File: src/hdl/emac_status_pkg.sv
// constants and carrier types for the ethernet descriptor/status block
// assumes byte addressing on the register bus, 32-bit data, one register per word
package emac_status_pkg;

  localparam int unsigned ADDR_W = 6;

  // register byte offsets
  localparam logic [ADDR_W-1:0] OFS_IRQ_STATUS = 6'h00;
  localparam logic [ADDR_W-1:0] OFS_TX_START = 6'h04;
  localparam logic [ADDR_W-1:0] OFS_RX_START = 6'h08;
  localparam logic [ADDR_W-1:0] OFS_RX_LIMIT = 6'h0C;
  localparam logic [ADDR_W-1:0] OFS_BUF_SIZE = 6'h10;
  localparam logic [ADDR_W-1:0] OFS_MAX_FRAME = 6'h14;
  localparam logic [ADDR_W-1:0] OFS_CFG_TWO = 6'h18;
  localparam logic [ADDR_W-1:0] OFS_CFG_THREE = 6'h1C;
  localparam logic [ADDR_W-1:0] OFS_CONTROL = 6'h20;
  localparam logic [ADDR_W-1:0] OFS_TX_STATUS = 6'h24;

  // interrupt status bit positions
  localparam int unsigned IRQ_TX_DONE = 0;
  localparam int unsigned IRQ_TX_CTRL = 1;
  localparam int unsigned IRQ_RX_OVR = 2;
  localparam int unsigned IRQ_RX_DONE = 3;
  localparam int unsigned IRQ_RX_PAUSE = 4;
  localparam int unsigned IRQ_RX_CTRL = 5;
  localparam int unsigned IRQ_MGMT = 6;
  localparam int unsigned IRQ_FSM_FAULT = 7;

  // transmit status word bit positions
  localparam int unsigned TS_OWNER = 15;
  localparam int unsigned TS_ABORT = 14;
  localparam int unsigned TS_BACKPR = 13;
  localparam int unsigned TS_HUGE = 12;
  localparam int unsigned TS_LOOR = 11;
  localparam int unsigned TS_LEN_ERR = 10;
  localparam int unsigned TS_BAD_FCS = 9;
  localparam int unsigned TS_DEFER = 8;
  localparam int unsigned TS_XS_DEFER = 7;
  localparam int unsigned TS_UNDERRUN = 6;
  localparam int unsigned TS_LATE_COL = 5;
  localparam int unsigned TS_MAX_COL = 4;

  // control register bit positions
  localparam int unsigned CTL_FCS_APPEND = 0;
  localparam int unsigned CTL_SPEED_100 = 1;
  localparam int unsigned CTL_UNDERRUN_RETRY = 2;
  localparam int unsigned CTL_TX_RESET = 3;

  // reset values
  localparam logic [23:0] RST_PTR = 24'h00_0000;
  localparam logic [7:0] RST_BUF_SIZE = 8'h00;
  localparam logic [15:0] RST_MAX_FRAME = 16'h05EE;
  localparam logic [7:0] RST_CFG_TWO = 8'h38;
  localparam logic [7:0] RST_CFG_THREE = 8'h0F;
  localparam logic [7:0] RST_CONTROL = 8'h03;

  // frame and timing figures
  localparam logic [8:0] BUF_UNIT_BYTES = 9'h020;
  localparam logic [15:0] MAX_LEN_FIELD = 16'h05EE;
  localparam logic [15:0] MIN_TYPE_FIELD = 16'h0600;
  localparam int unsigned DESC_BYTES = 7;
  localparam int unsigned FCS_BYTES = 4;
  localparam logic [14:0] XS_DEFER_NIBBLES = 15'h17B7;
  localparam logic [14:0] XS_DEFER_BITS = 15'h5EDF;

  typedef struct packed {
    logic [15:0] pkt_size;
    logic [15:0] type_len;
    logic [15:0] data_len;
    logic fcs_ok;
    logic is_ctrl;
    logic [23:0] next_ptr;
  } tx_frame_t;

  typedef struct packed {
    logic fsm_fault;
    logic mgmt_done;
    logic rx_overrun;
    logic rx_done;
    logic rx_ctrl;
    logic rx_pause;
  } mac_events_t;

  typedef struct packed {
    logic valid;
    logic [23:0] next_ptr;
    logic [15:0] status;
  } desc_wb_t;

endpackage

File: src/hdl/emac_status.sv
// ethernet descriptor status, interrupt flags and shared-memory partition registers
// assumes the mac/dma raise one-cycle event pulses on core_clk and an avalon-mm master
//
// Functional notes
// [RULE_01] transmit state machine fault sets flag seven
// [RULE_02] phy management exchange sets flag six
// [RULE_03] overrun sets flag two, drop packets until cleared
// [RULE_04] control frame sent sets one, packet sent zero
// [RULE_05] rx control five, pause four, done three
// [RULE_06] three pointers split tx and rx regions
// [RULE_07] packet buffers 32 to 256 bytes, bits 7:6
// [RULE_08] descriptor first, then frame, spanning buffers
// [RULE_09] descriptor: next pointer, size, status word
// [RULE_10] size counts fcs, excludes seven descriptor bytes
// [RULE_11] status bit fifteen: zero host, one mac
// [RULE_12] bit fourteen aborted, thirteen back pressure
// [RULE_13] bit twelve when size exceeds maximum
// [RULE_14] bit eleven when length field above 1518
// [RULE_15] bit ten when length field disagrees
// [RULE_16] bit nine bad fcs without append
// [RULE_17] bit eight deferred, seven excessive deferral
// [RULE_18] bit six underrun, abort tells retry
// [RULE_19] bit five late collision beyond threshold
// [RULE_20] bits 3:0 collisions, bit four over limit
// [RULE_21] final status written back, ownership cleared
// [RULE_22] flags sticky until cleared, irq while any
`timescale 1ns/1ns

module emac_status (
  // clock and reset
  input wire logic core_clk,
  input wire logic reset_n,
  // avalon-mm slave
  input wire logic [emac_status_pkg::ADDR_W-1:0] avs_address,
  input wire logic avs_read,
  input wire logic avs_write,
  input wire logic [31:0] avs_writedata,
  input wire logic [3:0] avs_byteenable,
  output logic [31:0] avs_readdata,
  output logic avs_waitrequest,
  // mac event pulses
  input wire emac_status_pkg::mac_events_t mac_events,
  // transmit attempt
  input wire logic tx_start,
  input wire emac_status_pkg::tx_frame_t tx_frame,
  input wire logic tx_defer_tick,
  input wire logic tx_backpressure,
  input wire logic tx_underrun,
  input wire logic tx_collision,
  input wire logic [15:0] tx_byte_count,
  input wire logic tx_complete,
  // transmit decisions and descriptor write-back
  output logic tx_retry,
  output logic tx_abort,
  output logic tx_soft_reset,
  output emac_status_pkg::desc_wb_t desc_wb,
  // partition and receive gating
  output logic [23:0] transmit_region_start,
  output logic [23:0] receive_region_start,
  output logic [23:0] receive_region_limit,
  output logic [8:0] pkt_buf_bytes,
  output logic fcs_append_enable,
  output logic rx_discard,
  output logic irq
);
  import emac_status_pkg::*;

  typedef struct packed {
    logic ack;
    logic [31:0] rdata;
    logic [7:0] irq_status;
    logic [23:0] tx_lo;
    logic [23:0] rx_lo;
    logic [23:0] rx_hi;
    logic [7:0] buf_size;
    logic [15:0] max_frame;
    logic [7:0] cfg_two;
    logic [7:0] cfg_three;
    logic [7:0] control;
    logic [15:0] tx_stat;
    logic [23:0] next_ptr;
    logic is_ctrl;
    logic [14:0] defer_cnt;
    logic [4:0] col_cnt;
    logic tx_busy;
    logic retry;
    logic abort;
    logic soft_reset;
    desc_wb_t wb;
    logic [8:0] buf_bytes;
    logic discard;
    logic irq;
  } state_t;

  state_t st_q;
  state_t st_d;

  // byte-lane merge for a write of up to 32 bits
  function automatic logic [31:0] lane_merge(input logic [31:0] old, input logic [31:0] wd, input logic [3:0] be);
    logic [31:0] r;
    r = old;
    for (int i = 0; i < 4; i++) begin
      if (be[i]) begin
        r[8*i +: 8] = wd[8*i +: 8];
      end
    end
    return r;
  endfunction

  logic wr_go;
  logic rd_go;
  logic [31:0] rd_mux;
  logic [31:0] wr_val;
  logic [7:0] irq_clear;
  logic [7:0] irq_set;
  logic [14:0] defer_limit;
  logic [4:0] col_next;
  logic [15:0] stat_w;
  logic finish;
  logic late;

  // the ack cycle is the only one with waitrequest low, so every access takes two edges
  assign wr_go = avs_write && st_q.ack;
  assign rd_go = avs_read && !st_q.ack;

  always_comb begin
    rd_mux = 32'h0000_0000;
    if (avs_address == OFS_IRQ_STATUS) begin
      rd_mux = {24'h00_0000, st_q.irq_status};
    end else if (avs_address == OFS_TX_START) begin
      rd_mux = {8'h00, st_q.tx_lo};
    end else if (avs_address == OFS_RX_START) begin
      rd_mux = {8'h00, st_q.rx_lo};
    end else if (avs_address == OFS_RX_LIMIT) begin
      rd_mux = {8'h00, st_q.rx_hi};
    end else if (avs_address == OFS_BUF_SIZE) begin
      rd_mux = {24'h00_0000, st_q.buf_size};
    end else if (avs_address == OFS_MAX_FRAME) begin
      rd_mux = {16'h0000, st_q.max_frame};
    end else if (avs_address == OFS_CFG_TWO) begin
      rd_mux = {24'h00_0000, st_q.cfg_two};
    end else if (avs_address == OFS_CFG_THREE) begin
      rd_mux = {24'h00_0000, st_q.cfg_three};
    end else if (avs_address == OFS_CONTROL) begin
      rd_mux = {24'h00_0000, st_q.control};
    end else if (avs_address == OFS_TX_STATUS) begin
      rd_mux = {16'h0000, st_q.tx_stat};
    end
  end

  always_comb begin
    wr_val = 32'h0000_0000;
    irq_clear = 8'h00;
    irq_set = 8'h00;
    stat_w = 16'h0000;
    finish = 1'b0;
    late = 1'b0;
    col_next = 5'h00;
    defer_limit = st_q.control[CTL_SPEED_100] ? XS_DEFER_NIBBLES : XS_DEFER_BITS;
    st_d = st_q;
    st_d.ack = (avs_read || avs_write) && !st_q.ack;
    st_d.retry = 1'b0;
    st_d.abort = 1'b0;
    st_d.soft_reset = 1'b0;
    st_d.wb.valid = 1'b0;
    if (rd_go) begin
      st_d.rdata = rd_mux;
    end

    // register writes
    if (wr_go) begin
      wr_val = lane_merge(rd_mux, avs_writedata, avs_byteenable);
      if (avs_address == OFS_IRQ_STATUS) begin
        irq_clear = avs_byteenable[0] ? avs_writedata[7:0] : 8'h00;
      end else if (avs_address == OFS_TX_START) begin
        st_d.tx_lo = wr_val[23:0]; // RULE_06
      end else if (avs_address == OFS_RX_START) begin
        st_d.rx_lo = wr_val[23:0]; // RULE_06
      end else if (avs_address == OFS_RX_LIMIT) begin
        st_d.rx_hi = wr_val[23:0]; // RULE_06
      end else if (avs_address == OFS_BUF_SIZE) begin
        st_d.buf_size = wr_val[7:0];
      end else if (avs_address == OFS_MAX_FRAME) begin
        st_d.max_frame = wr_val[15:0];
      end else if (avs_address == OFS_CFG_TWO) begin
        st_d.cfg_two = wr_val[7:0];
      end else if (avs_address == OFS_CFG_THREE) begin
        st_d.cfg_three = wr_val[7:0];
      end else if (avs_address == OFS_CONTROL) begin
        st_d.control = {5'h00, wr_val[2:0]};
        st_d.soft_reset = wr_val[CTL_TX_RESET]; // RULE_01
      end
    end
    // size follows the two top bits of the buffer-size setting
    st_d.buf_bytes = BUF_UNIT_BYTES << st_q.buf_size[7:6]; // RULE_07

    // transmit status accumulation
    if (st_q.soft_reset) begin
      st_d.tx_busy = 1'b0;
      st_d.tx_stat = 16'h0000;
    end else if (tx_start) begin
      st_d.tx_busy = 1'b1;
      st_d.next_ptr = tx_frame.next_ptr; // RULE_09
      st_d.is_ctrl = tx_frame.is_ctrl;
      st_d.defer_cnt = 15'h0000;
      st_d.col_cnt = 5'h00;
      st_d.tx_stat = 16'h0000;
      st_d.tx_stat[TS_OWNER] = 1'b1; // RULE_11
      // size already holds the fcs bytes and never the descriptor bytes
      st_d.tx_stat[TS_HUGE] = tx_frame.pkt_size > st_q.max_frame; // RULE_10 RULE_13
      st_d.tx_stat[TS_LOOR] = tx_frame.type_len > MAX_LEN_FIELD && tx_frame.type_len < MIN_TYPE_FIELD; // RULE_14
      st_d.tx_stat[TS_LEN_ERR] = tx_frame.type_len <= MAX_LEN_FIELD
                                 && tx_frame.type_len != tx_frame.data_len; // RULE_15
      st_d.tx_stat[TS_BAD_FCS] = !st_q.control[CTL_FCS_APPEND] && !tx_frame.fcs_ok; // RULE_16
    end else if (st_q.tx_busy) begin
      if (tx_backpressure) begin
        st_d.tx_stat[TS_BACKPR] = 1'b1; // RULE_12
      end
      if (tx_defer_tick) begin
        if (st_q.defer_cnt != 15'h7FFF) begin
          st_d.defer_cnt = st_q.defer_cnt + 15'h0001;
        end
        st_d.tx_stat[TS_DEFER] = 1'b1; // RULE_17
        if (st_d.defer_cnt > defer_limit) begin
          st_d.tx_stat[TS_XS_DEFER] = 1'b1; // RULE_17
        end
      end
      if (tx_underrun) begin
        st_d.tx_stat[TS_UNDERRUN] = 1'b1; // RULE_18
        if (st_q.control[CTL_UNDERRUN_RETRY]) begin
          st_d.retry = 1'b1;
        end else begin
          st_d.abort = 1'b1; // RULE_18
        end
      end
      if (tx_collision) begin
        late = tx_byte_count > {10'h000, st_q.cfg_two[5:0]};
        if (late) begin
          st_d.tx_stat[TS_LATE_COL] = 1'b1; // RULE_19
          st_d.abort = 1'b1;
        end else begin
          col_next = st_q.col_cnt == 5'h1F ? 5'h1F : st_q.col_cnt + 5'h01;
          st_d.col_cnt = col_next;
          st_d.tx_stat[3:0] = col_next[4] ? 4'hF : col_next[3:0]; // RULE_20
          if (col_next > {1'b0, st_q.cfg_three[3:0]}) begin
            st_d.tx_stat[TS_MAX_COL] = 1'b1; // RULE_20
            st_d.abort = 1'b1;
          end else begin
            st_d.retry = 1'b1; // RULE_19
          end
        end
      end
      if (st_d.abort) begin
        st_d.retry = 1'b0;
        st_d.tx_stat[TS_ABORT] = 1'b1; // RULE_12
        finish = 1'b1;
      end else if (tx_complete && !st_d.retry) begin
        finish = 1'b1;
        irq_set[st_q.is_ctrl ? IRQ_TX_CTRL : IRQ_TX_DONE] = 1'b1; // RULE_04
      end
      if (finish) begin
        // hand the descriptor back with its final status
        stat_w = st_d.tx_stat;
        stat_w[TS_OWNER] = 1'b0; // RULE_21
        st_d.tx_stat = stat_w;
        st_d.wb = '{valid: 1'b1, next_ptr: st_q.next_ptr, status: stat_w}; // RULE_08 RULE_21
        st_d.tx_busy = 1'b0;
      end
    end

    // system and receive events
    irq_set[IRQ_FSM_FAULT] = mac_events.fsm_fault; // RULE_01
    irq_set[IRQ_MGMT] = mac_events.mgmt_done; // RULE_02
    irq_set[IRQ_RX_OVR] = mac_events.rx_overrun; // RULE_03
    // packets that end while discarding are dropped without a trace
    if (!st_q.discard && !mac_events.rx_overrun) begin
      irq_set[IRQ_RX_DONE] = mac_events.rx_done; // RULE_05
      irq_set[IRQ_RX_CTRL] = mac_events.rx_done && mac_events.rx_ctrl; // RULE_05
      irq_set[IRQ_RX_PAUSE] = mac_events.rx_done && mac_events.rx_pause; // RULE_05
    end
    // a new event beats a clear in the same cycle
    st_d.irq_status = (st_q.irq_status & ~irq_clear) | irq_set; // RULE_22
    st_d.discard = st_d.irq_status[IRQ_RX_OVR]; // RULE_03
    st_d.irq = |st_d.irq_status; // RULE_22
  end

  always_ff @(posedge core_clk or negedge reset_n) begin
    if (!reset_n) begin
      st_q <= '{ack: 1'b0, rdata: 32'h0000_0000, irq_status: 8'h00, tx_lo: RST_PTR, rx_lo: RST_PTR,
                rx_hi: RST_PTR, buf_size: RST_BUF_SIZE, max_frame: RST_MAX_FRAME, cfg_two: RST_CFG_TWO,
                cfg_three: RST_CFG_THREE, control: RST_CONTROL, tx_stat: 16'h0000, next_ptr: RST_PTR,
                is_ctrl: 1'b0, defer_cnt: 15'h0000, col_cnt: 5'h00, tx_busy: 1'b0, retry: 1'b0,
                abort: 1'b0, soft_reset: 1'b0, wb: '0, buf_bytes: BUF_UNIT_BYTES, discard: 1'b0,
                irq: 1'b0};
    end else begin
      st_q <= st_d;
    end
  end

  assign avs_readdata = st_q.rdata;
  assign avs_waitrequest = !st_q.ack;
  assign tx_retry = st_q.retry;
  assign tx_abort = st_q.abort;
  assign tx_soft_reset = st_q.soft_reset;
  assign desc_wb = st_q.wb;
  assign transmit_region_start = st_q.tx_lo;
  assign receive_region_start = st_q.rx_lo;
  assign receive_region_limit = st_q.rx_hi;
  assign pkt_buf_bytes = st_q.buf_bytes;
  assign fcs_append_enable = st_q.control[CTL_FCS_APPEND];
  assign rx_discard = st_q.discard;
  assign irq = st_q.irq;

  // checks
  logic status_clear2;
  assign status_clear2 = wr_go && avs_address == OFS_IRQ_STATUS && avs_byteenable[0] && avs_writedata[IRQ_RX_OVR];
endmodule

File: config.mk
export PLATFORM = sky130hd
export DESIGN_NAME = emac_status
export DESIGN_NICKNAME = d
export VERILOG_FILES = /design/src/hdl/emac_status_pkg.sv /design/src/hdl/emac_status.sv
export SDC_FILE = /design/constraint.sdc
export NUM_CORES = 1
export LEC_CHECK = 0
export BUFFER_PORTS_ARGS = -buffer_cell sky130_fd_sc_hd__buf_2
export CAP_MARGIN = 30
export CELL_PAD_IN_SITES_DETAIL_PLACEMENT = 0
export CELL_PAD_IN_SITES_GLOBAL_PLACEMENT = 1
export CORE_MARGIN = 4
export CORE_UTILIZATION = 42
export CTS_CLUSTER_DIAMETER = 60
export DETAILED_ROUTE_END_ITERATION = 16
export PLACE_DENSITY_LB_ADDON = 0.08
export RECOVER_POWER = 100
export SLEW_MARGIN = 20
export SYNTH_ARGS = -nofsm -noshare
export SYNTH_HDL_FRONTEND = slang
export SYNTH_SLANG_ARGS = --single-unit
File: constraint.sdc
create_clock -name core_clk -period 3.88 [get_ports core_clk]
set_input_delay 0.582 -clock core_clk [delete_from_list [all_inputs] [get_ports core_clk]]
set_output_delay 0.582 -clock core_clk [all_outputs]
set_load 0.02 [all_outputs]
### After elaboration in Yosys (flattened, before gate mapping)

Cells that the tools add are included.

| cells by class | value |
|---|---|
| multiplexer cells | 86 |
| bitwise operators | 13 |
| multipliers | 0 |
| reductions and logical operators | 39 |
| add/subtract/negate cells | 2 |
| divide/modulo/power cells | 0 |
| order comparisons | 9 |
| shift operators | 1 |
| equality and inequality tests | 13 |

Operators by type and width:

| cell | count |
|---|---|
| two-way mux 41 bit | 4 |
| two-way mux 16 bit | 10 |
| two-way mux 15 bit | 7 |
| two-way mux 24 bit | 3 |
| two-way mux 8 bit | 6 |
| two-way mux 6 bit | 6 |
| two-way mux 1 bit | 32 |
| two-way mux 32 bit | 1 |
| equality test 6 x 5 -> 1 bit, second input constant | 4 |
| two-way mux 23 bit | 1 |
| two-way mux 21 bit | 1 |
| two-way mux 5 bit | 4 |
| greater-than comparator 16 x 11 -> 1 bit, second input constant | 1 |
| greater-than comparator 16 bit | 1 |
| greater-than comparator 16 x 6 -> 1 bit | 1 |
| less-or-equal comparator 16 x 11 -> 1 bit, second input constant | 1 |
| less-than comparator 16 x 11 -> 1 bit, second input constant | 1 |
| two-way mux 2 bit | 8 |
| inequality test 16 bit | 1 |
| adder 15 x 1 -> 15 bit, second input constant | 1 |
| greater-than comparator 15 bit | 1 |
| inequality test 15 bit, second input constant | 1 |
| equality test 6 x 4 -> 1 bit, second input constant | 2 |
| equality test 6 bit, second input constant | 2 |
| other kinds (31) | 63 |

| word-level totals | value |
|---|---|
| memory bits (writable) | 0 |
| bits in read-only memories | 0 |
| bits of input ports | 148 |
| memories kept | 0 |
| register bits | 272 |
| latch bits | 0 |
| logic and storage cells | 191 |

### Depth between registers and ports, before layout

Gate-level depths: netlist of the first run.

| logic depth | value |
|---|---|
| depth after elaboration | 22 |
| depth in mapped cells | 13 |
| mapped depth without buffers | 13 |

### Least setup slack after synthesis of the first run

OpenSTA, ideal clock, no wires.

| path | value |
|---|---|
| kind | register to register |
| from | reg st_q[61] (netlist name) |
| to | reg st_q, in the netlist desc_wb[7] |
| path buffers | 0 |
| path slack | 842 ps |
| arrival | 2895 ps |
| library setup time | 144 ps |
| required time | 3736 ps |
| cell stages (with the launch flop) | 14 |
| clock period less this slack | 3038 ps |
| path through | dfrtp_1 > ha_1 > and3_1 > and3_1 > nand2_1 > and3_1 > xor2_1 > ha_1 > a211oi_1 > or3b_2 > o221ai_1 > o311ai_1 > o41ai_1 > o22ai_1 |

| between the ends | value |
|---|---|
| cells in the longest elaborated chain, start to end | 9 |

RTL lines:

| what | RTL line | RTL |
|---|---|---|
| start, declared | emac_status.sv:95 | `state_t st_q;` |
| start signal, assigned | emac_status.sv:289 | `st_q <= '{ack: 1'b0, rdata: 32'h0000_0000, irq_status: 8'h00, tx_lo: RST_PTR, rx_lo: RST_PTR,` |
| start signal, assigned | emac_status.sv:296 | `st_q <= st_d;` |
| adder 15 x 1 -> 15 bit or inequality test 15 bit (tied branches) | emac_status.sv:221, emac_status.sv:220 |  |
| two-way mux 15 bit (*) | emac_status.sv:220 | `if (st_q.defer_cnt != 15'h7FFF) begin` |
| two-way mux 15 bit (*) | emac_status.sv:219 | `if (tx_defer_tick) begin` |
| two-way mux 15 bit (*) | emac_status.sv:215 | `end else if (st_q.tx_busy) begin` |
| two-way mux 15 bit (*) | emac_status.sv:201 | `end else if (tx_start) begin` |
| two-way mux 15 bit (*) | emac_status.sv:198 | `if (st_q.soft_reset) begin` |
| greater-than comparator 15 bit (*) | emac_status.sv:224 | `if (st_d.defer_cnt > defer_limit) begin` |
| two-way mux 1 bit (*) | emac_status.sv:224 |  |
| two-way mux 2 bit (*) | emac_status.sv:219 |  |

Mark *: on every way between the ends. The rest lies on a longest branch, timed or not. The select of a mux whose other input is x is not followed.
A chain may end at the register's enable or synchronous reset.

### Final worst setup path of the first run

| path | value |
|---|---|
| from | reg st_q[56] (netlist name) |
| to | reg st_q, in the netlist desc_wb[2] |

| between the ends | value |
|---|---|
| cells in the longest elaborated chain, start to end | 17 |

RTL lines:

| what | RTL line | RTL |
|---|---|---|
| adder 5 x 1 -> 5 bit or equality test 5 bit (tied branches) | emac_status.sv:242 | `col_next = st_q.col_cnt == 5'h1F ? 5'h1F : st_q.col_cnt + 5'h01;` |
| two-way mux 5 bit (*) | emac_status.sv:242 |  |
| greater-than comparator 5 x 4 -> 1 bit | emac_status.sv:245 | `if (col_next > {1'b0, st_q.cfg_three[3:0]}) begin` |
| two-way mux 1 bit | emac_status.sv:245 |  |
| two-way mux 1 bit | emac_status.sv:238 | `if (late) begin` |
| two-way mux 2 bit | emac_status.sv:236 | `if (tx_collision) begin` |
| two-way mux 2 bit | emac_status.sv:215 |  |
| two-way mux 2 bit | emac_status.sv:201 |  |
| two-way mux 2 bit | emac_status.sv:198 |  |
| zero test 1 bit | emac_status.sv:257 | `end else if (tx_complete && !st_d.retry) begin` |
| logical AND 1 bit | emac_status.sv:257 |  |
| two-way mux 1 bit | emac_status.sv:257 |  |
| two-way mux 1 bit | emac_status.sv:253 | `if (st_d.abort) begin` |
| two-way mux 1 bit | emac_status.sv:215 |  |
| two-way mux 1 bit | emac_status.sv:201 |  |
| two-way mux 1 bit | emac_status.sv:198 |  |
| AND reduction 4 bit (no source line) | n/a |  |

Marks and branches as above.

==> results of run 1 <==
layer usage:
metal | share of wire (%) | track usage (%)
met3 | 5.8 | 3.982
met1 | 46 | 30.30
met5 | 0.056 | 0
met2 | 46 | 34.95
met4 | 2.4 | 5.175
per-stage QoR:
step	cell area (um^2)	utilization, %	cells	hold WS (ns)	worst slack [ns]
6_report	15500	47.51	2002	0.2405	0.3112
4_1_cts	15790	48.40	2002	0.09470	0.4344
5_1_grt	15500	47.51	2002	0.2276	0.03412
3_5_place_dp	14760	45.26	1945	0.4549	0.4388
2_1_floorplan	13940	-	1408	0.2864	0.8417
3_3_place_gp	14760	45.26	1945	0.4545	0.4701
worst max-delay path: stages (launching register included):
cell and delay (ns):
dfrtp_1 0.42, ha_1 0.20, and3_1 0.23, nand2_1 0.18, and2_0 0.23, ha_1 0.18, nand2b_1 0.13, a21oi_1 0.23
o21ai_4 0.11, a31oi_1 0.84, buf_12 0.32, mux2_2 0.36
final cells by class:
class / instances / area, um^2
inverters: 52 / 195.2
well taps: 442 / 553.0
fillers: 3209 / 17120
multi-input cells: 884 / 5837
clock buffers: 45 / 878.3
flip-flops and latches: 258 / 6479
clock inverters: 12 / 148.9
repair buffers: 309 / 1408
cell families (layout without fill, tap and decap cells):
group	after synthesis	count (layout)	synth area share (%)
adders and majority gates	34	34	3.062
buffers and inverters	266	418	11.50
other	1	14	0.02699
xor gates and xnor gates	24	24	1.513
and+or+nand+nor	363	363	12.27
muxes	138	138	11.07
DFF	258	258	46.64
AOI/OAI and AO/OA	311	311	13.92
placed cells by master, fill, tap and decap left out, types with 10 or more instances in the layout:
cell type,synthesis,final
nor2b_1,12,11
nand3_1,34,33
a21oi_1,60,60
xor2_1,20,20
buf_4,156,13
o21ai_0,64,140
and3_1,14,15
nor2_1,59,59
dfstp_2,18,15
o211ai_1,11,11
nand2_1,174,174
clkbuf_16,0,31
mux2_2,77,73
mux2_1,26,30
a22o_1,16,16
nand4_1,10,10
conb_1,1,14
clkbuf_1,43,162
mux2i_1,30,30
ha_1,34,34
inv_1,42,42
dfrtp_1,240,240
buf_2,11,137
inv_2,10,10
sequential cells by signal (all words and copies together), names as in the netlist:
name and flops:
avs_readdata 24, desc_wb 40, fcs_append_enable 1, irq 1
pkt_buf_bytes 4, receive_region_limit 24, receive_region_start 24, st_q 113
transmit_region_start 24, tx_abort 1, tx_retry 1, tx_soft_reset 1
worst paths after layout:
path | start | to | slack, ns
setup / recovery | st_q[56] | desc_wb[2] | 0.31
hold / removal | mac_events[4] | st_q[243] | 0.24
setup reg to reg | st_q[56] | desc_wb[2] | 0.31
hold reg to reg | avs_readdata[21] | avs_readdata[21] | 0.48
max in group asynchronous | reset_n | receive_region_start[21] | 0.74
min in group asynchronous | reset_n | desc_wb[17] | 0.81
report_power, final:
group / internal, mW / switching [mW] / total, mW
combinational: 0.347 / 0.640 / 0.987
clock: 1.76 / 1.13 / 2.90
sequential: 2.91 / 0.153 / 3.06
total: 5.02 / 1.93 / 6.95
==> summary.txt, run 1 <==
FF-to-FF path depth -> 11
TritonCTS clock tree -> done
Fmax -> 0.2802 GHz
Post-synth EDFFs -> 0
Wire per inst -> 19.73 um
Dominant synthesized flop cell -> dfrtp_1
Chip Width -> 189.9 um
Worst-Skew Late Latency -> 0.55 ns
Starting Density -> 42.59%
Maximum VDD drop -> 0.3291 mV
Clk sinks -> 258
Hold Crit Depth -> 2
Final Cycle Share -> 91.98%
Root buf cell -> clkbuf_16
Critical path data required time -> 4.32 ns
Status -> finished, violations left
Setup bufs post-CTS -> 0
Io pins -> 309
Top post-synthesis cells by area -> dfrtp_1 (43%), buf_4 (8.4%), mux2_2 (6.2%)
CTS Buffer Depth -> 3
Die area -> 0.03605 mm^2
Worst-Margin Slew -> 2.576 ns
Gpl congestion -> 0.8495
Total track usage -> 21.59%
Number of port buffers -> 285
Largest net degree at the start of global routing -> 105
Post-DP HPWL -> 29390 um
Slew HR -> -71.72%
Layout Skew -> 0.008886 ns
Final setup vio count -> 0
Post-DRT Antenna Nets -> 0
Final hold violations -> 0
Sequential share of the synthesized area -> 46.64%
Hold/Removal Path Class -> input pin to flip-flop
Library cells used by synthesis -> 77
Ys Warns -> 0
Register bit total from synthesis -> 258
Core Rows -> 66
Layout Nets -> 1718
Yosys top cell area share -> 43.23%
Kind of critical path -> flip-flop to flip-flop
Via density -> 5.199
P&R area growth vs syn -> 11.56%
Die span in y -> 189.9 um
DR vias -> 10410
Setup TNS -> 0 ns
Synth top cells by count -> dfrtp_1 (240), nand2_1 (174), buf_4 (156)
Initial drt markers -> 560
Most common cell in the netlist -> dfrtp_1
Arr. time, crit path -> 4.01 ns
Post-route DRC violation count -> 0
H-tree Lvls -> 1
Number of global-route vias before repair -> 10610
Antenna Cells -> 0
Post-Syn Instances -> 1395
Tot Pwr -> 6.950 mW
Crit path launch type -> flip-flop
Routed WL -> 39490 um
Synthesized cell area -> 0.01389 mm^2
Max-cap violations -> 2
TritonCTS Buffers -> 31
Layout cells sized above 1 -> 20.51%
Worst-path clk slew -> 0.06 ns
Leakage -> 6.941 nW
Crit path capture type -> flip-flop
Fin crit period -> 3.569 ns
Synth async-reset ratio -> 100.0%
Slew Limit Fails -> 132
Failing checks -> max-capacitance violations, max-slew violations
Post-CTS sizing -> 0
DR pass1 iterations -> 6
Largest area contributor in the netlist -> dfrtp_1
Power Density -> 448.4 mW/mm^2
Max Fanout on Critical Path -> 40
RSZ-0062 raised after global routing -> no
Core box area -> 0.03262 mm^2
Post-CTS Hold Buffers -> 0
Congestion Overflow GR -> 0
Initial antenna violation count -> 2
Avg Cell Area, Syn -> 9.958 um^2
First-pass GRT wire length -> 61930 um
(Power assumes the default switching activity.)
==> run 2: changes to the inputs <==
==> constraint.sdc (replaced) <==
create_clock -name core_clk -period 3.88 [get_ports core_clk]
set_input_delay 0.388 -clock core_clk [delete_from_list [all_inputs] [get_ports core_clk]]
set_output_delay 0.388 -clock core_clk [all_outputs]
set_load 0.02 [all_outputs]
==> run 2 against run 1 <==
  * The flow still finishes with violations (max-capacitance violations, max-slew violations)
  * Clock skew increased by 0.0043 ns
  * Highest routed layer is now met4
  * Count of clock-buffer cells in the layout unchanged
  * First-iteration DRC count increased by 13%
  * Via count decreased by 0.75%
  * Combinational power increased by 0.8%
  * Non-clock buffer count increased by 4
==> summary.txt, run 2 (synthesis gave the netlist of run 1 again) <==
Die span in y -> 189.9 um (unchanged)
Largest register FFs -> 113 (unchanged)
Most common cell after layout, fill and taps aside -> dfrtp_1
Worst-Skew Late Latency -> 0.56 ns (about the same)
Layout Nets -> 1722 (+0.23%)
Clk sinks -> 258 (unchanged)
Post-CTS Hold Buffers -> 1 (+1)
Tot Pwr -> 7.093 mW (+2.1%)
Internal power -> 5.131 mW (+2.2%)
Flop pwr share -> 43.1% (-1.0 points)
CTS Buffer Depth -> 3 (unchanged)
Root buf cell -> clkbuf_16
Critical path data required time -> 4.31 ns (about the same)
Max Fanout on Critical Path -> 46 (+15%)
Most used cell, CP -> ha_1
Status -> finished, violations left
Post-DP HPWL -> 29680 um (+0.98%)
TritonCTS Buffers -> 31 (unchanged)
Arr. time, crit path -> 3.94 ns (-0.07 ns)
H-tree Lvls -> 1 (unchanged)
Crit path launch type -> flip-flop
Initial drt markers -> 633 (+13%)
Worst-Margin Slew -> 2.785 ns (+0.2087 ns)
RSZ-0062 raised after global routing -> no
Initial antenna violation count -> 0 (-2)
Post-DRT Antenna Nets -> 0 (unchanged)
CP peak stage delay -> 0.87 ns (+0.03 ns)
Comb power frac -> 14.0% (-0.2 points)
Reg-to-reg critical path startpoint -> st_q[56]
Core box area -> 0.03262 mm^2 (unchanged)
Routed WL -> 39530 um (about the same)
Slowest cell on the critical path -> clkbuf_2
Slew HR -> -85.64% (-14 points)
Clk pwr share -> 42.8% (+1.1 points)
Hold/Removal Path Class -> input pin to flip-flop
CP Cell Sequence -> ha_1, and3_1, nand2_1, and2_0, ha_1, nand2b_1, a21oi_1, o21ai_4, a31oi_4, clkbuf_2, mux2_2
Final Cycle Share -> 90.50% (-1.5 points)
Net Sw Frac -> 27.66% (-0.078 points)
Worst-path clk slew -> 0.06 ns (about the same)
Io pins -> 309 (unchanged)
Slew Limit Fails -> 135 (+2.3%)
P&R area growth vs syn -> 12.24%
Die area -> 0.03605 mm^2 (unchanged)
Crit path launch -> st_q[56]
Chip Width -> 189.9 um (unchanged)
Number of global-route vias before repair -> 10510 (-0.93%)
Final setup vio count -> 0 (unchanged)
Crit path capture type -> flip-flop
P_sw -> 1.962 mW (+1.8%)
Total track usage -> 21.49% (-0.098 points)
Failing checks -> max-capacitance violations, max-slew violations
Gpl congestion -> 0.8093 (-4.7%)
Post-route DRC violation count -> 0 (unchanged)
Fin crit period -> 3.512 ns (-0.05730 ns)
Kind of critical path -> flip-flop to flip-flop
Congestion Overflow GR -> 0 (unchanged)
Layout Skew -> 0.01322 ns (+0.004330 ns)
Antenna Cells -> 0 (unchanged)
Via density -> 5.150 (-0.95%)
Leakage -> 6.991 nW (+0.72%)
DR vias -> 10330 (-0.75%)
Max-cap violations -> 2 (unchanged)
TritonCTS clock tree -> done
Hold Startpoint -> mac_events[4]
Top reg by flops -> st_q
Setup TNS -> 0 ns (unchanged)
Commonest cells after routing, fill and taps aside -> dfrtp_1 (240), nand2_1 (174), clkbuf_1 (161)
Layout cells sized above 1 -> 20.59% (+0.075 points)
Wire per inst -> 19.71 um (-0.11%)
Final hold violations -> 0 (unchanged)
Core Rows -> 66 (unchanged)
Power Density -> 454.9 mW/mm^2 (+1.4%)
DR pass1 iterations -> 5 (-1)
First-pass GRT wire length -> 61530 um (-0.63%)
Largest net degree at the start of global routing -> 110 (+4.8%)
Fmax -> 0.2848 GHz (+1.6%)
Maximum VDD drop -> 0.3236 mV (-1.7%)
Post-CTS sizing -> 0 (unchanged)
Number of port buffers -> 285 (unchanged)
Setup bufs post-CTS -> 0 (unchanged)
Starting Density -> 42.59% (unchanged)
run 2: path summary, 6_finish.rpt:
path                                           end  slack, ns  cells after the start
setup / recovery                        desc_wb[9]       0.37                     11
hold / removal                           st_q[243]       0.03                      2
setup reg to reg                        desc_wb[9]       0.37                     11
hold reg to reg                          st_q[128]       0.46                      2
max in group asynchronous  receive_region_start[4]       0.73                      3
min in group asynchronous              desc_wb[17]       1.28                      2
run 2: cell type report:
type / count / area (um^2)
Fill cell: 3224 / 17030
Sequential cell: 258 / 6479
Multi-Input combinational cell: 884 / 5847
Timing Repair Buffer: 313 / 1444
Clock buffer: 45 / 898.4
Tap cell: 442 / 553.0
Inverter: 52 / 195.2
Clock inverter: 12 / 176.4
run 2: worst max-delay path: cells and delay by family (launching register included):
family,cells,cell delay (ns)
buffers and inverters,1,0.87
muxes,1,0.42
adders and majority gates,2,0.38
AOI/OAI and AO/OA,3,0.51
DFF,1,0.42
and+or+nand+nor,4,0.77
run 2: metrics by stage:
step | cell area, um^2 | util (%) | hold WS, ns | std cells | setup slack, ns
CTS | 15870 | 48.65 | 0.0003142 | 2006 | 0.4334
detailed placement | 14780 | 45.32 | 0.4558 | 1948 | 0.4404
global placement | 14780 | 45.32 | 0.4532 | 1948 | 0.5314
finish | 15590 | 47.80 | 0.03035 | 2006 | 0.3685
floorplan | 13940 | - | 0.09241 | 1408 | 0.8417
global route | 15590 | 47.80 | 0.02932 | 2006 | 0.07847
run 2: metal layers:
metal	wire length, um	GRT usage (%)	vias to the layer above
met5	0	0	-
met4	738	3.895	0
met3	2618	4.422	51
met2	18230	34.90	286
met1	17940	30.29	4970
li1	-	-	5023
run 2: power groups by stage:
stage / clock network, mW / registers [mW] / logic (mW)
after floorplan: 0 / 3.05 / 0.841
after global placement: 0 / 3.10 / 1.05
after detailed placement: 0 / 3.10 / 1.06
after CTS: 3.11 / 3.06 / 1.07
after global routing: 3.23 / 3.09 / 1.10
final: 3.04 / 3.06 / 0.995
==> run 3: changes to the inputs <==
--- a/config.mk
+++ b/config.mk
@@ -5,12 +5,13 @@
 export SDC_FILE = /design/constraint.sdc
 export NUM_CORES = 1
 export LEC_CHECK = 0
+export ABC_AREA = 1
 export BUFFER_PORTS_ARGS = -buffer_cell sky130_fd_sc_hd__buf_2
 export CAP_MARGIN = 30
 export CELL_PAD_IN_SITES_DETAIL_PLACEMENT = 0
 export CELL_PAD_IN_SITES_GLOBAL_PLACEMENT = 1
 export CORE_MARGIN = 4
-export CORE_UTILIZATION = 42
+export CORE_UTILIZATION = 40
 export CTS_CLUSTER_DIAMETER = 60
 export DETAILED_ROUTE_END_ITERATION = 16
 export PLACE_DENSITY_LB_ADDON = 0.08
==> run 3 against run 2 <==
  * The run still ends with max-capacitance violations, max-slew violations left
  * Clock power increased by 5%
  * Wire length increased by 3.4%
  * Combinational power decreased by 14%
  * Non-clock buffer count decreased by 12
  * Synthesized cell count increased by 23%
  * Design area about the same
  * Sequential power decreased by 2%
  * Largest cell class unchanged
==> summary.txt, run 3 <==
Initial antenna violation count -> 2 (+2)
Yosys top cell area share -> 43.03% (-0.21 points)
Die span in y -> 194.8 um (+2.6%)
RSZ-0062 raised after global routing -> no
Max Fanout on Critical Path -> 14 (-70%)
Io pins -> 309 (unchanged)
Post-route DRC violation count -> 0 (unchanged)
TritonCTS clock tree -> done
H-tree Lvls -> 2 (+1)
Clk sinks -> 258 (unchanged)
Number of global-route vias before repair -> 11620 (+11%)
Number of port buffers -> 285 (unchanged)
Dpl ws -> 0.7225 ns (+0.2821 ns)
Register bit total from synthesis -> 258 (unchanged)
Layout Nets -> 2053 (+19%)
Post-CTS sizing -> 0 (unchanged)
Maximum VDD drop -> 0.2937 mV (-9.3%)
Routed WL -> 40860 um (+3.4%)
CTS Buffer Depth -> 3 (unchanged)
Wire per inst -> 17.39 um (-12%)
DR vias -> 11470 (+11%)
Largest net degree at the start of global routing -> 121 (+10%)
Cell family with most CP delay -> simple AND/OR/NAND/NOR gates
Status -> finished, violations left
Library cells used by synthesis -> 53 (-31%)
Avg Cell Area, Syn -> 8.125 um^2 (-18%)
Layout Skew -> 0.01548 ns (+0.002261 ns)
Layout cells sized above 1 -> 13.35% (-7.2 points)
Setup TNS -> 0 ns (unchanged)
Most common cell after layout, fill and taps aside -> nand2_1
Crit path capture type -> flip-flop
Critical path data required time -> 4.27 ns (-0.04 ns)
Sequential share of the synthesized area -> 46.41% (-0.22 points)
Largest register FFs -> 113 (unchanged)
Kind of critical path -> input pin to flip-flop
Arr. time, crit path -> 3.77 ns (-0.17 ns)
Worst-Margin Slew -> 3.215 ns (+0.4305 ns)
CP peak stage delay -> 0.74 ns (-0.13 ns)
Root buf cell -> clkbuf_16
Fmax -> 0.2960 GHz (+3.9%)
CP Cell Sequence -> clkbuf_1, nor2_1, nand3_1, nor2_4, clkbuf_1, inv_1, nand2_1, a21oi_1, o211ai_1, nand2_1, nand2_1, nand3_1, nand2_1, nand2_1, o21ai_0
Power Density -> 451.8 mW/mm^2 (-0.69%)
Dominant synthesized flop cell -> dfrtp_1
Failing checks -> max-capacitance violations, max-slew violations
Slew HR -> -114.3% (-29 points)
Post-CTS Hold Buffers -> 0 (-1)
Final hold violations -> 0 (unchanged)
Post-DRT Antenna Nets -> 0 (unchanged)
Fin crit period -> 3.379 ns (-0.1328 ns)
Slowest cell on the critical path -> clkbuf_1
DR pass1 iterations -> 5 (unchanged)
Largest area contributor in the netlist -> dfrtp_1
Synthesized cell area -> 0.01396 mm^2 (+0.48%)
Core Rows -> 68 (+3.0%)
Leakage -> 7.702 nW (+10%)
WP buf/inv -> 3 (+2)
Synth async-reset ratio -> 100.0% (unchanged)
Final setup vio count -> 0 (unchanged)
Antenna Cells -> 0 (unchanged)
Final worst slack -> 0.5012 ns (+0.1328 ns)
Gpl congestion -> 0.8107 (+0.17%)
Post-Syn Instances -> 1718 (+23%)
Crit path launch type -> input pin
Top reg by flops -> st_q
P&R area growth vs syn -> 11.72%
Post-DP HPWL -> 30330 um (+2.2%)
Core box area -> 0.03446 mm^2 (+5.6%)
Max-cap violations -> 2 (unchanged)
TritonCTS Buffers -> 34 (+9.7%)
First-pass GRT wire length -> 64930 um (+5.5%)
Total track usage -> 21.19% (-0.30 points)
Ys Warns -> 0 (unchanged)
Hold/Removal Path Class -> input pin to flip-flop
Most common cell in the netlist -> nand2_1
Initial drt markers -> 599 (-5.4%)
Congestion Overflow GR -> 0 (unchanged)
Via density -> 4.881 (-5.2%)
Most used cell, CP -> nand2_1
Starting Density -> 40.51% (-2.1 points)
Post-synth EDFFs -> 0 (unchanged)
Chip Width -> 194.8 um (+2.6%)
Synth top cells by count -> nand2_1 (505), dfrtp_1 (240), o21ai_0 (162)
Final Cycle Share -> 87.08% (-3.4 points)
Slew Limit Fails -> 173 (+28%)
Top post-synthesis cells by area -> dfrtp_1 (43%), nand2_1 (14%), buf_4 (8.6%)
Die area -> 0.03795 mm^2 (+5.3%)
Setup bufs post-CTS -> 0 (unchanged)
Worst-path clk slew -> 0.05 ns (about the same)
Worst-Skew Late Latency -> 0.51 ns (-0.05 ns)
Commonest cells after routing, fill and taps aside -> nand2_1 (511), dfrtp_1 (240), o21ai_0 (191)
run 3: changes by cell type in the layout (fill, tap and decap cells not counted), moves of 30 or more:
cell | previous run | this run
nand2_1 | 174 | 511
inv_1 | 42 | 159
mux2_2 | 73 | 0
o21ai_0 | 137 | 191
nor2_1 | 60 | 100
mux2i_1 | 34 | 0
mux2_1 | 30 | 0
run 3: power breakdown:
part | internal (mW) | switching (mW)
sequential | 2.88 | 0.117
clock | 2.01 | 1.18
combinational | 0.257 | 0.601
total | 5.15 | 1.90
run 3: cell type report:
cell class | instances | area, um^2
fill | 3691 | 18860
sequential | 258 | 6479
multi-input combinational | 1107 | 5384
timing repair buffer | 301 | 1378
clock buffer | 51 | 1016
inverter | 169 | 636.9
tap | 455 | 569.3
clock inverter | 9 | 132.6
run 3: cell families (layout without fill, tap and decap cells):
| group | count (synthesis) | count (layout) | share of synthesized area, % |
|---|---|---|---|
| AND/OR/NAND/NOR | 719 | 719 | 21.67 |
| buffers and inverters | 366 | 530 | 14.62 |
| AO/OA/AOI/OAI | 321 | 321 | 13.03 |
| flip-flops | 258 | 258 | 46.41 |
| adder cells (fa/ha/maj) | 34 | 34 | 3.048 |
| XOR/XNOR | 19 | 19 | 1.192 |
| other | 1 | 14 | 0.02687 |
run 3: path summary, 6_finish.rpt:
kind | from | endpoint | slack [ns] | depth (start not counted)
worst max-delay path | avs_address[4] | st_q[118] | 0.50 | 15
worst min-delay path | tx_frame[2] | st_q[79] | 0.1 | 3
worst max register to register | tx_soft_reset | st_q[72] | 0.52 | 5
worst min register to register | st_q[143] | st_q[143] | 0.47 | 2
max in group asynchronous | reset_n | st_q[99] | 0.99 | 2
min in group asynchronous | reset_n | st_q[69] | 0.93 | 1
run 3: tightest hold or removal path, cell delays in order:
cell     delay [ns]
buf_2          0.08
nand2_1        0.04
o21ai_0        0.05
run 3: layer usage:
| metal | global-route usage, % | share of wire [%] | up-vias |
|---|---|---|---|
| met5 | 0 | 0.066 | - |
| met4 | 4.603 | 2.0 | 4 |
| met3 | 4.611 | 6.2 | 57 |
| met2 | 35.02 | 47 | 289 |
| met1 | 28.87 | 45 | 5417 |
| li1 | - | - | 5703 |
run 3: metrics by stage:
stage / instance area [um^2] / total power, mW / cells / util [%] / hold slack, ns
3_3_place_gp: 14780 / 3.944 / 2290 / 42.88 / 0.4558
6_report: 15600 / 7.045 / 2350 / 45.26 / 0.09690
3_5_place_dp: 14780 / 3.959 / 2290 / 42.88 / 0.4574
4_1_cts: 15930 / 7.187 / 2350 / 46.22 / 0.04991
5_1_grt: 15600 / 7.379 / 2350 / 45.26 / 0.08663
2_1_floorplan: 14010 / 3.705 / 1731 / - / 0.09241
